**config.mk**
```make
export PLATFORM = sky130hd
export DESIGN_NAME = bstap_top
export DESIGN_NICKNAME = d
export VERILOG_FILES = /design/src/common/bstap_pkg.sv /design/src/design/bstap_top.sv
export SDC_FILE = /design/constraint.sdc
export NUM_CORES = 1
export LEC_CHECK = 0
export ABC_AREA = 1
export BUFFER_PORTS_ARGS = -buffer_cell sky130_fd_sc_hd__clkbuf_2
export CAP_MARGIN = 5
export CORE_AREA = 4 4 120 122
export CTS_CLUSTER_DIAMETER = 200
export DETAILED_ROUTE_END_ITERATION = 8
export DIE_AREA = 0 0 124 126
export GPL_ROUTABILITY_DRIVEN = 0
export PLACE_DENSITY = 0.78
export SLEW_MARGIN = 20
export SYNTH_ARGS = -nofsm -noshare
export SYNTH_HDL_FRONTEND = slang
export SYNTH_SLANG_ARGS = --single-unit
```
**constraint.sdc**
```tcl
create_clock -name clk_sys_in -period 1.8 [get_ports clk_sys_in]
set_clock_uncertainty 0.05 [all_clocks]
set_input_delay 0.36 -clock clk_sys_in [delete_from_list [all_inputs] [get_ports clk_sys_in]]
set_output_delay 0.36 -clock clk_sys_in [all_outputs]
set_load 0.02 [all_outputs]
```
**src/common/bstap_pkg.sv**
```systemverilog
// Package of constants and types for the boundary-scan test access port.
package bstap_pkg;

  // ----------------------------------------------------------------------
  // Register widths
  // ----------------------------------------------------------------------
  localparam int IR_LEN       = 10;
  localparam int USER_LEN     = 32;
  localparam int DEVICE_IDENTITY_REG_LEN   = 32;
  localparam int BSR_LEN_MIN  = 1317;
  localparam int BSR_LEN_MAX  = 3777;

  // ----------------------------------------------------------------------
  // Identification field layout, most significant field first
  // ----------------------------------------------------------------------
  localparam int ID_VER_LSB   = 28;
  localparam int ID_PART_LSB  = 12;
  localparam int ID_MFR_LSB   = 1;
  localparam int ID_VER_W     = 4;
  localparam int ID_PART_W    = 16;
  localparam int ID_MFR_W     = 11;
  localparam logic ID_LSB_BIT = 1'b1;

  // ----------------------------------------------------------------------
  // Instruction opcodes (10 bits)
  // ----------------------------------------------------------------------
  localparam logic [9:0] OP_EXTEST     = 10'h000;
  localparam logic [9:0] OP_SAMPLE     = 10'h005;
  localparam logic [9:0] OP_DEVICE_IDENTITY_REG     = 10'h006;
  localparam logic [9:0] OP_USER_CODE_REG   = 10'h007;
  localparam logic [9:0] OP_CLAMP      = 10'h00A;
  localparam logic [9:0] OP_HIGHZ      = 10'h00B;
  localparam logic [9:0] OP_ICR_LOAD   = 10'h002;
  localparam logic [9:0] OP_ICR_START  = 10'h003;
  localparam logic [9:0] OP_RESTART    = 10'h001;
  localparam logic [9:0] OP_CONFIG_IO  = 10'h00D;
  localparam logic [9:0] OP_ANALYZER   = 10'h00E;
  localparam logic [9:0] OP_BYPASS     = 10'h3FF;
  localparam logic [1:0] IR_CAPTURE    = 2'h1;

  // Reset values.
  localparam logic       BYPASS_RST    = 1'b0;
  localparam logic       TDO_RST       = 1'b0;

  // ----------------------------------------------------------------------
  // Types
  // ----------------------------------------------------------------------
  typedef enum logic [3:0] {
    ST_RESET, ST_IDLE, ST_DR_SEL, ST_DR_CAP, ST_DR_SHIFT, ST_DR_EX1,
    ST_DR_PAUSE, ST_DR_EX2, ST_DR_UPD, ST_IR_SEL, ST_IR_CAP,
    ST_IR_SHIFT, ST_IR_EX1, ST_IR_PAUSE, ST_IR_EX2, ST_IR_UPD
  } bstap_state_t;

  typedef enum logic [2:0] {
    SEL_BYPASS, SEL_DEVICE_IDENTITY_REG, SEL_USER, SEL_BSR, SEL_CFG, SEL_ANALYZER
  } bstap_sel_t;

endpackage

```
**src/design/bstap_top.sv**
```systemverilog
// Boundary-scan test access port with instruction decode and data registers.
`timescale 1ns/1ns
`default_nettype none

module bstap_top
  import bstap_pkg::*;
#(
  parameter int              NUM_PINS  = 8,
  parameter int              PLL_BITS  = 4,
  parameter int              IOSTD_W   = 2,
  parameter logic [3:0]      ID_VER    = 4'h1,    // Arbitrary value.
  parameter logic [15:0]     ID_PART   = 16'h1234, // Arbitrary value.
  parameter logic [10:0]     ID_MFR    = 11'h055,  // Arbitrary value.
  parameter logic [31:0]     USER_CODE = 32'hFFFF_FFFF,
  parameter int              ANA_W     = 8
) (
  input  wire logic                          clk_sys_in,
  input  wire logic                          resetn_in,
  input  wire logic                          tck_in,
  input  wire logic                          tms_in,
  input  wire logic                          tdi_in,
  input  wire logic                          trstn_in,
  output logic                               tdo_out,
  output logic                               tdo_oe_out,
  input  wire logic                          powered_in,
  input  wire logic                          cfg_busy_in,
  input  wire logic                          cfg_done_in,
  input  wire logic [NUM_PINS-1:0]           pin_in,
  input  wire logic [NUM_PINS-1:0]           core_out_in,
  input  wire logic [NUM_PINS-1:0]           core_oe_in,
  input  wire logic [NUM_PINS-1:0]           hold_en_in,
  input  wire logic [ANA_W-1:0]              analyzer_in,
  output logic [NUM_PINS-1:0]                pin_out,
  output logic [NUM_PINS-1:0]                pin_oe_out,
  output logic [NUM_PINS-1:0]                pin_keep_out,
  output logic [NUM_PINS*IOSTD_W-1:0]        io_std_out,
  output logic [PLL_BITS-1:0]                pll_bits_out,
  output logic                               cfg_restart_out,
  output logic                               cfg_abort_out,
  output logic                               cfg_data_valid_out,
  output logic                               cfg_data_out,
  output logic                               cfg_start_out
);

  // Scan register: per pin a capture/shift cell (pin value, oe), then I/O standards,
  // then the PLL bits while not configured.
  localparam int BSR_W = 2 * NUM_PINS;
  localparam int CFG_W = NUM_PINS * IOSTD_W;
  localparam logic [31:0] ID_VALUE = {ID_VER, ID_PART, ID_MFR, ID_LSB_BIT};

  // ----------------------------------------------------------------------
  // Pin synchronisers
  // ----------------------------------------------------------------------
  logic [3:0] sync1_q;
  logic [3:0] sync2_q;
  logic       tck_prev_q;

  // Every link pin passes two flops; only the second stage is read.
  // Reset loads the idle pin levels, so no false TCK edge follows reset.
  always_ff @(posedge clk_sys_in) begin
    if (!resetn_in) begin
      sync1_q    <= 4'hA;
      sync2_q    <= 4'hA;
      tck_prev_q <= 1'b0;
    end else begin
      sync1_q    <= {trstn_in, tck_in, tms_in, tdi_in};
      sync2_q    <= sync1_q;
      tck_prev_q <= sync2_q[2];
    end
  end

  logic tdi_s;
  logic tms_s;
  logic tck_s;
  logic trstn_s;
  logic tck_rise;
  logic tck_fall;
  assign tdi_s    = sync2_q[0];
  assign tms_s    = sync2_q[1];
  assign tck_s    = sync2_q[2];
  assign trstn_s  = sync2_q[3];
  assign tck_rise = tck_s & ~tck_prev_q;
  assign tck_fall = ~tck_s & tck_prev_q;

  // ----------------------------------------------------------------------
  // Controller state machine
  // ----------------------------------------------------------------------
  bstap_state_t state_q;
  bstap_state_t state_d;

  // Standard sixteen-state walk, taken on rising TCK.
  always_comb begin
    state_d = state_q;
    unique case (state_q)
      ST_RESET:    state_d = tms_s ? ST_RESET    : ST_IDLE;
      ST_IDLE:     state_d = tms_s ? ST_DR_SEL   : ST_IDLE;
      ST_DR_SEL:   state_d = tms_s ? ST_IR_SEL   : ST_DR_CAP;
      ST_DR_CAP:   state_d = tms_s ? ST_DR_EX1   : ST_DR_SHIFT;
      ST_DR_SHIFT: state_d = tms_s ? ST_DR_EX1   : ST_DR_SHIFT;
      ST_DR_EX1:   state_d = tms_s ? ST_DR_UPD   : ST_DR_PAUSE;
      ST_DR_PAUSE: state_d = tms_s ? ST_DR_EX2   : ST_DR_PAUSE;
      ST_DR_EX2:   state_d = tms_s ? ST_DR_UPD   : ST_DR_SHIFT;
      ST_DR_UPD:   state_d = tms_s ? ST_DR_SEL   : ST_IDLE;
      ST_IR_SEL:   state_d = tms_s ? ST_RESET    : ST_IR_CAP;
      ST_IR_CAP:   state_d = tms_s ? ST_IR_EX1   : ST_IR_SHIFT;
      ST_IR_SHIFT: state_d = tms_s ? ST_IR_EX1   : ST_IR_SHIFT;
      ST_IR_EX1:   state_d = tms_s ? ST_IR_UPD   : ST_IR_PAUSE;
      ST_IR_PAUSE: state_d = tms_s ? ST_IR_EX2   : ST_IR_PAUSE;
      ST_IR_EX2:   state_d = tms_s ? ST_IR_UPD   : ST_IR_SHIFT;
      ST_IR_UPD:   state_d = tms_s ? ST_DR_SEL   : ST_IDLE;
    endcase
  end

  always_ff @(posedge clk_sys_in) begin
    if (!resetn_in) begin
      state_q <= ST_RESET;
    end else if (!trstn_s) begin
      state_q <= ST_RESET;
    end else if (tck_rise) begin
      state_q <= state_d;
    end
  end

  // ----------------------------------------------------------------------
  // Instruction register and decode
  // ----------------------------------------------------------------------
  logic [IR_LEN-1:0] ir_shift_q;
  logic [IR_LEN-1:0] instruction_reg_q;

  // Capture loads the fixed 01 pattern; reset selects the identity register.
  always_ff @(posedge clk_sys_in) begin
    if (!resetn_in) begin
      ir_shift_q        <= OP_DEVICE_IDENTITY_REG;
      instruction_reg_q <= OP_DEVICE_IDENTITY_REG;
    end else if (!trstn_s || (tck_rise && state_q == ST_RESET)) begin
      instruction_reg_q <= OP_DEVICE_IDENTITY_REG;
    end else if (tck_rise) begin
      if (state_q == ST_IR_CAP) begin
        ir_shift_q <= {{(IR_LEN-2){1'b0}}, IR_CAPTURE};
      end else if (state_q == ST_IR_SHIFT) begin
        ir_shift_q <= {tdi_s, ir_shift_q[IR_LEN-1:1]};
      end else if (state_q == ST_IR_UPD) begin
        instruction_reg_q <= ir_shift_q;
      end
    end
  end

  bstap_sel_t sel;
  logic       scan_test;
  logic       in_config;
  assign in_config = cfg_busy_in & ~cfg_done_in;

  // Scan tests that touch the pins are refused while configuration runs.
  always_comb begin
    sel       = SEL_BYPASS;
    scan_test = 1'b0;
    unique case (instruction_reg_q)
      OP_DEVICE_IDENTITY_REG:    sel = SEL_DEVICE_IDENTITY_REG;
      OP_USER_CODE_REG:  sel = SEL_USER;
      OP_SAMPLE:    sel = SEL_BSR;
      OP_EXTEST: begin
        sel       = in_config ? SEL_BYPASS : SEL_BSR;
        scan_test = ~in_config;
      end
      OP_CLAMP:     scan_test = ~in_config;
      OP_HIGHZ:     scan_test = ~in_config;
      OP_CONFIG_IO: sel = SEL_BSR;
      OP_ICR_LOAD:  sel = SEL_CFG;
      OP_ANALYZER:  sel = SEL_ANALYZER;
      default:      sel = SEL_BYPASS;
    endcase
  end

  // ----------------------------------------------------------------------
  // Data registers
  // ----------------------------------------------------------------------
  logic                      bypass_reg_q;
  logic [DEVICE_IDENTITY_REG_LEN-1:0]     id_shift_q;
  logic [BSR_W-1:0]          bsr_shift_q;
  logic [BSR_W-1:0]          bsr_upd_q;
  logic [CFG_W-1:0]          std_shift_q;
  logic [CFG_W-1:0]          std_upd_q;
  logic [PLL_BITS-1:0]       pll_shift_q;
  logic [PLL_BITS-1:0]       pll_upd_q;
  logic [ANA_W-1:0]          ana_shift_q;
  logic                      pll_in_chain;
  logic                      dr_cap;
  logic                      dr_sh;
  logic                      dr_upd;
  assign pll_in_chain = powered_in & ~cfg_done_in;
  assign dr_cap = tck_rise && state_q == ST_DR_CAP;
  assign dr_sh  = tck_rise && state_q == ST_DR_SHIFT;
  assign dr_upd = tck_rise && state_q == ST_DR_UPD;

  // Scan chain order is TDI, PLL bits (if present), I/O standards, pin cells, TDO.
  logic chain_mid;
  assign chain_mid = pll_in_chain ? pll_shift_q[0] : tdi_s;

  always_ff @(posedge clk_sys_in) begin
    if (!resetn_in) begin
      bypass_reg_q <= BYPASS_RST;
      id_shift_q   <= '0;
      ana_shift_q  <= '0;
    end else if (dr_cap) begin
      bypass_reg_q <= 1'b0;
      id_shift_q   <= (sel == SEL_USER) ? USER_CODE : ID_VALUE;
      ana_shift_q  <= analyzer_in;
    end else if (dr_sh) begin
      bypass_reg_q <= tdi_s;
      id_shift_q   <= {tdi_s, id_shift_q[DEVICE_IDENTITY_REG_LEN-1:1]};
      ana_shift_q  <= {tdi_s, ana_shift_q[ANA_W-1:1]};
    end
  end

  // Pin cells capture the pins; the update stage holds the driven pattern.
  always_ff @(posedge clk_sys_in) begin
    if (!resetn_in) begin
      bsr_shift_q <= '0;
      bsr_upd_q   <= '0;
      std_shift_q <= '0;
      std_upd_q   <= '0;
      pll_shift_q <= '0;
      pll_upd_q   <= '0;
    end else if (sel == SEL_BSR) begin
      if (dr_cap) begin
        bsr_shift_q <= {core_oe_in, pin_in};
      end else if (dr_sh) begin
        pll_shift_q <= {tdi_s, pll_shift_q[PLL_BITS-1:1]};
        std_shift_q <= {chain_mid, std_shift_q[CFG_W-1:1]};
        bsr_shift_q <= {std_shift_q[0], bsr_shift_q[BSR_W-1:1]};
      end else if (dr_upd) begin
        bsr_upd_q <= bsr_shift_q;
        if (instruction_reg_q == OP_CONFIG_IO) begin
          std_upd_q <= std_shift_q;
        end
        if (pll_in_chain) begin
          pll_upd_q <= pll_shift_q;
        end
      end
    end
  end

  // ----------------------------------------------------------------------
  // Configuration side effects
  // ----------------------------------------------------------------------
  // One-cycle pulses, plus cfg_data_out following TDI every clock; the real restart pin is never touched here.
  always_ff @(posedge clk_sys_in) begin
    if (!resetn_in) begin
      cfg_restart_out    <= 1'b0;
      cfg_abort_out      <= 1'b0;
      cfg_data_valid_out <= 1'b0;
      cfg_data_out       <= 1'b0;
      cfg_start_out      <= 1'b0;
    end else begin
      cfg_restart_out    <= tck_rise && state_q == ST_IDLE
                            && instruction_reg_q == OP_RESTART;
      cfg_abort_out      <= tck_rise && state_q == ST_IR_UPD
                            && ir_shift_q == OP_CONFIG_IO && in_config;
      cfg_data_valid_out <= dr_sh && sel == SEL_CFG;
      cfg_data_out       <= tdi_s;
      cfg_start_out      <= tck_rise && state_q == ST_IDLE
                            && instruction_reg_q == OP_ICR_START;
    end
  end

  // ----------------------------------------------------------------------
  // Pin drivers
  // ----------------------------------------------------------------------
  logic                 highz;
  logic                 drive_bsr;
  assign highz     = instruction_reg_q == OP_HIGHZ && scan_test;
  assign drive_bsr = (instruction_reg_q == OP_EXTEST || instruction_reg_q == OP_CLAMP)
                     && scan_test;

  // Pins are released until the supply is good, then driven by EXTEST or CLAMP outside configuration, or by the core once configured.
  always_ff @(posedge clk_sys_in) begin
    if (!resetn_in) begin
      pin_out      <= '0;
      pin_oe_out   <= '0;
      pin_keep_out <= '0;
      io_std_out   <= '0;
      pll_bits_out <= '0;
    end else begin
      io_std_out   <= std_upd_q;
      pll_bits_out <= pll_upd_q;
      if (!powered_in) begin
        pin_out    <= '0;
        pin_oe_out <= '0;
      end else if (highz) begin
        pin_out    <= '0;
        pin_oe_out <= '0;
      end else if (drive_bsr) begin
        pin_out    <= bsr_upd_q[NUM_PINS-1:0];
        pin_oe_out <= bsr_upd_q[BSR_W-1:NUM_PINS];
      end else if (cfg_done_in) begin
        pin_out    <= core_out_in;
        pin_oe_out <= core_oe_in;
      end else begin
        pin_out    <= '0;
        pin_oe_out <= '0;
      end
      // Keeper wins over any undriven state from scan modes.
      pin_keep_out <= powered_in ? hold_en_in : '0;
    end
  end

  // ----------------------------------------------------------------------
  // TDO, updated on falling TCK
  // ----------------------------------------------------------------------
  logic tdo_d;
  always_comb begin
    tdo_d = bypass_reg_q;
    if (state_q == ST_IR_SHIFT) begin
      tdo_d = ir_shift_q[0];
    end else begin
      unique case (sel)
        SEL_DEVICE_IDENTITY_REG, SEL_USER: tdo_d = id_shift_q[0];
        SEL_BSR:              tdo_d = bsr_shift_q[0];
        SEL_ANALYZER:         tdo_d = ana_shift_q[0];
        SEL_CFG, SEL_BYPASS:  tdo_d = bypass_reg_q;
      endcase
    end
  end

  always_ff @(posedge clk_sys_in) begin
    if (!resetn_in) begin
      tdo_out    <= TDO_RST;
      tdo_oe_out <= 1'b0;
    end else if (tck_fall) begin
      tdo_out    <= tdo_d;
      tdo_oe_out <= powered_in &&
                    (state_q == ST_IR_SHIFT || state_q == ST_DR_SHIFT);
    end
  end

  // Scan register length is a per-device figure; this instance is scaled down.
  localparam int BSR_FULL = BSR_LEN_MIN;

endmodule // bstap_top

`default_nettype wire

```
==> summary by stage <==
Status
The flow ran to the end, but the final reports show violations. The checks that failed: setup timing.

Logic synthesis
Measured against the total synthesized area, the mux share comes to 0%. After Yosys synthesis, and, or, nand and nor cells account for 14.6% of the synthesized area. The synthesized area is 7490 µm².

Synthesis produced 924 cells. The yosys synthesis warning count is 0. The biggest area contributor in the post-synthesis netlist is sky130_fd_sc_hd__dfxtp_1. The synthesized design devotes to its leading area cell type 52.7% of total area. The number of synthesized register bits is 197. After synthesis, the mean cell area works out to 8.10 µm². By area the synthesized netlist is led by sky130_fd_sc_hd__dfxtp_1 53%, sky130_fd_sc_hd__a21oi_1 9.2%, sky130_fd_sc_hd__o21ai_0 6.6%. The synthesized netlist devotes 0% of its cell area to XOR and XNOR gates. The adder and majority gate portion of the synthesized area is 0%. The main combinational cell family by area after synthesis is compound AO/OA/AOI/OAI gates. The share of the synthesized area in compound gates (AO/OA/AOI/OAI) is 22.7%. The number of nets in the synthesized netlist is 973. Yosys mapped the design onto 40 distinct sky130hd cell types. The register area share after synthesis is 52.7%.

GRT
The aggregate global-route resource usage is 20.6%. The via count of the first global-routing pass came to 5752. For this run the aggregate overflow at the end of global routing stands at 0.

The largest net degree at the start of global routing is 74. The initial antenna violation count is 0. The wire length of the first global-routing pass is 26300 µm.

Setup path
The classification of the worst setup path is reg2reg. The maximum fanout along the worst path is 8. The signal on the critical path passes through nor2_4 > nand2_2 > nor2_4 > nand3_4 > nand2_4 > nand3_4 > nor3_4 > buf_6 > clkbuf_16 > a21oi_1. The cell type of the slowest stage on the worst timing path is sky130_fd_sc_hd__dfxtp_2. Grouping stages by cell kind, the critical path spends the most delay in simple AND/OR/NAND/NOR gates. The worst setup path is launched from a flip-flop.

For the worst flop-to-flop path, the logic depth is 10. At the worst endpoint, the required time is 2.07 ns. The buffers plus inverters on the worst setup path is 2. On the worst path, the slowest cell contributes a delay of 0.34 ns. Counting buffers and inverters, the worst setup path is 10 cells deep. STA classifies the critical path endpoint as a flip-flop. The data arrival time of the critical path is 2.10 ns.

Drt
The routed wire length per instance is 13.7 µm. In the routed design, unresolved DRC markers number 0. In this run, the number of DRC markers left after iteration 0 of detailed routing was 620. The first detailed-routing pass took 6 iterations. The detailed-route vias per instance is 5.33. For this block, the routed nets add up to 16800 µm of wire. The count of antenna-violating nets left after detailed routing is 0. Detailed routing inserted a total of 6540 vias.

Timing
Timing would allow up to 547 MHz. The count of final hold-check violations came to 0. For the final routed database, the setup TNS stands at -0.203 ns. Setup repair after global routing could not meet its margin everywhere.

Setup violations remaining at the end of the flow were counted as 15. Hold is met by 0.0628 ns. Measured against its own limit, the worst slew margin works out to 76.9%.

For the pin with the worst max-slew slack, the measured transition is 0.344 ns. The final worst-path cycle share is 102%. The worst setup slack after layout is -0.0276 ns.

The minimum clock period is 1.83 ns. The count of pins over their slew limit is 0.

Power
The cell leakage power is 0.00392 µW. The share of total power dissipated in sequential elements is 54.4%. Of the total power, the clock network draws 42.3%.

Summed over all nets, the switching power comes to 1730 µW. Combinational logic is responsible for 3.4% of the overall power. Net switching is 21.4% of the power.

Power spread over the standard cell area amounts to 884 nW/µm². The cell internal power dissipation is 6360 µW. The maximum ir drop on the vdd rail is 0.505 mV. The design draws 8080 µW.

Clock tree
The maximum buffer depth of the clock tree is 2. The CTS tree is yes. Buffers inserted to repair hold after CTS numbered 0. The clock-pin slew of the registers on the worst-case setup and hold paths is 0.06 ns. In this run, CTS created clock tree buffers numbering 17. Counting every sink on the clock net gives 197. The clock tree synthesis step divided the H-tree into 4 levels. The later-pin clock latency in the skew report is 0.43 ns. The root buffer cell chosen for the clock tree is sky130_fd_sc_hd__clkbuf_16.

Floorplanning
In this run the horizontal extent of the chip is 124 µm. During I/O placement, the number of pins put on the boundary was 100. The die covers 15600 µm². The die is 126 µm tall. The starting utilization of the core area is 56.8%. After floorplanning, the core was divided into 42 placement rows. The total area inside the core boundary comes to 13200 µm².

Layout
From synthesis to final layout, the design area changed by 22.2%. Cells with a size suffix above 1 make up 22.9% of the layout. The net count of the finished layout is 1086.

The repair_antennas step left the layout with diodes totalling 0. Leaving out filler cells and counting taps, the final layout contains 1226. The layout has 1067 filler cells.

Place
Port buffering added 99 buffers. The half-perimeter wire length of the detailed placement result is 10700 µm. The total instance count after detailed placement is 1181.

Run
The tool flagged a number of max-cap violations equal to 0.

Worst hold path
The number of cells on the worst hold path is 2. In this run the worst hold path is classified as in2reg.
## stage by stage
stage / setup slack, ns / utilization, % / area [µm²]
floorplan: 0.133 / - / 7490
global placement: 0.0961 / 62.9 / 8300
detailed placement: 0.0370 / 62.9 / 8300
CTS: 0.0208 / 67.0 / 8830
global route: -0.141 / 69.4 / 9150
finish: -0.0276 / 69.4 / 9150
## timing repair
item / 4_1_cts / 5_1_grt
buffers inserted: 0 / 7
endpoints found under the setup margin: 0 / 101
resized for setup: 0 / 41
## worst paths after layout
check / slack [ns] / from / end
max reg2reg: -0.03 / instruction_reg_q[8] / std_upd_q[0]
min reg2reg: 0.36 / sync1_q[1] / sync2_q[1]
min: 0.06 / tms_in / sync1_q[1]
max: -0.03 / instruction_reg_q[8] / std_upd_q[0]
## logic make-up after synthesis
group                  Yosys count
AND/OR/NAND/NOR                233
buffers and inverters          186
AO/OA/AOI/OAI                  308
flip-flops                     197
## state kept, by name (all words and copies together) (netlist names), 4 cells and up
register / flops
pin_keep_out: 8
std_upd_q: 16
id_shift_q: 32
sync1_q: 4
bsr_upd_q: 16
instruction_reg_q: 10
sync2_q: 4
ir_shift_q: 10
pll_shift_q: 4
ana_shift_q: 8
io_std_out: 16
pin_oe_out: 8
std_shift_q: 16
state_q: 4
pll_upd_q: 4
bsr_shift_q: 16
pll_bits_out: 4
pin_out: 8
## worst reg2reg max path, cell delays in order, from the launching register on
cell and delay [ns]:
sky130_fd_sc_hd__dfxtp_2 0.34, sky130_fd_sc_hd__nor2_4 0.13, sky130_fd_sc_hd__nand2_2 0.08, sky130_fd_sc_hd__nor2_4 0.14, sky130_fd_sc_hd__nand3_4 0.09, sky130_fd_sc_hd__nand2_4 0.10, sky130_fd_sc_hd__nand3_4 0.09, sky130_fd_sc_hd__nor3_4 0.31
sky130_fd_sc_hd__buf_6 0.17, sky130_fd_sc_hd__clkbuf_16 0.15, sky130_fd_sc_hd__a21oi_1 0.07
## power groups by stage
stage / registers (µW) / clock network (µW) / logic, µW
floorplan: 4520 / 0 / 120
global placement: 4490 / 0 / 266
detailed placement: 4500 / 0 / 268
CTS: 4400 / 3470 / 269
global route: 4400 / 3660 / 299
finish: 4400 / 3420 / 272
## cell usage after synthesis
library cell               count
sky130_fd_sc_hd__a21oi_1     137
sky130_fd_sc_hd__buf_4         3
sky130_fd_sc_hd__nor3_1        7
sky130_fd_sc_hd__o211ai_1      5
sky130_fd_sc_hd__a311oi_1      1
sky130_fd_sc_hd__nand3_1      44
sky130_fd_sc_hd__buf_6         1
sky130_fd_sc_hd__nor4_1        1
sky130_fd_sc_hd__nand4_1       4
sky130_fd_sc_hd__inv_2         8
sky130_fd_sc_hd__buf_1         4
sky130_fd_sc_hd__inv_1       123
sky130_fd_sc_hd__nand2_1     108
sky130_fd_sc_hd__a31oi_1       5
sky130_fd_sc_hd__buf_2        25
sky130_fd_sc_hd__o21ai_0      99
sky130_fd_sc_hd__a21oi_2       9
sky130_fd_sc_hd__o211a_1       1
sky130_fd_sc_hd__nand3b_4      1
sky130_fd_sc_hd__nor3_4        1
sky130_fd_sc_hd__o21bai_1      1
sky130_fd_sc_hd__o21ai_1      22
sky130_fd_sc_hd__nor2_8        1
sky130_fd_sc_hd__or2_2         4
sky130_fd_sc_hd__a32o_1        1
sky130_fd_sc_hd__nand2_2       1
sky130_fd_sc_hd__clkbuf_1     22
sky130_fd_sc_hd__a221oi_1     15
sky130_fd_sc_hd__nand3_2       2
sky130_fd_sc_hd__a22oi_1       4
sky130_fd_sc_hd__nand2_4       1
sky130_fd_sc_hd__nor2_2        8
sky130_fd_sc_hd__o32ai_1       3
sky130_fd_sc_hd__o22ai_1       1
sky130_fd_sc_hd__a211oi_1      2
sky130_fd_sc_hd__nor2_1       45
sky130_fd_sc_hd__nor2_4        4
sky130_fd_sc_hd__nand3_4       1
sky130_fd_sc_hd__dfxtp_1     197
sky130_fd_sc_hd__o221ai_1      2
## cells in the final DEF (no fill, tap or decap), types with 3 or more instances in the layout
cell and n:
sky130_fd_sc_hd__a21oi_2 9, sky130_fd_sc_hd__a22oi_1 4, sky130_fd_sc_hd__or2_2 4, sky130_fd_sc_hd__clkbuf_16 22, sky130_fd_sc_hd__nor3_1 7, sky130_fd_sc_hd__clkbuf_1 4
sky130_fd_sc_hd__dfxtp_1 191, sky130_fd_sc_hd__nor2_2 6, sky130_fd_sc_hd__clkinv_2 5, sky130_fd_sc_hd__inv_1 120, sky130_fd_sc_hd__nor2_4 9, sky130_fd_sc_hd__nor2_1 42
sky130_fd_sc_hd__dfxtp_2 6, sky130_fd_sc_hd__o21ai_1 26, sky130_fd_sc_hd__clkbuf_2 98, sky130_fd_sc_hd__a31oi_1 5, sky130_fd_sc_hd__buf_6 5, sky130_fd_sc_hd__a21oi_1 137
sky130_fd_sc_hd__a221oi_2 6, sky130_fd_sc_hd__buf_12 6, sky130_fd_sc_hd__nand2_1 106, sky130_fd_sc_hd__o32ai_1 3, sky130_fd_sc_hd__a221oi_1 9, sky130_fd_sc_hd__o21ai_0 93
sky130_fd_sc_hd__nand3_1 44, sky130_fd_sc_hd__o211ai_1 5, sky130_fd_sc_hd__inv_2 8, sky130_fd_sc_hd__buf_4 35, sky130_fd_sc_hd__clkbuf_8 3, sky130_fd_sc_hd__nand4_1 4
## metal layers
metal  vias to the layer above  global-route usage, %  wire length (µm)
met2                       210                   31.8              7900
met5                         -                      0                 0
met3                        28                   4.80              1030
li1                       3298                      -                 -
met1                      3004                   27.9              7490
met4                         0                   8.31               357
## final cells by class
| class | count | area (µm²) | share of cell area, % |
|---|---|---|---|
| flip-flops and latches | 197 | 3950 | 43.2 |
| multi-input cells | 541 | 2890 | 31.6 |
| repair buffers | 149 | 1050 | 11.5 |
| inverters | 131 | 500 | 5.47 |
| clock buffers | 24 | 482 | 5.27 |
| well taps | 176 | 220 | 2.41 |
| clock inverters | 8 | 50.0 | 0.547 |
Power figures use the tool's default switching activity.
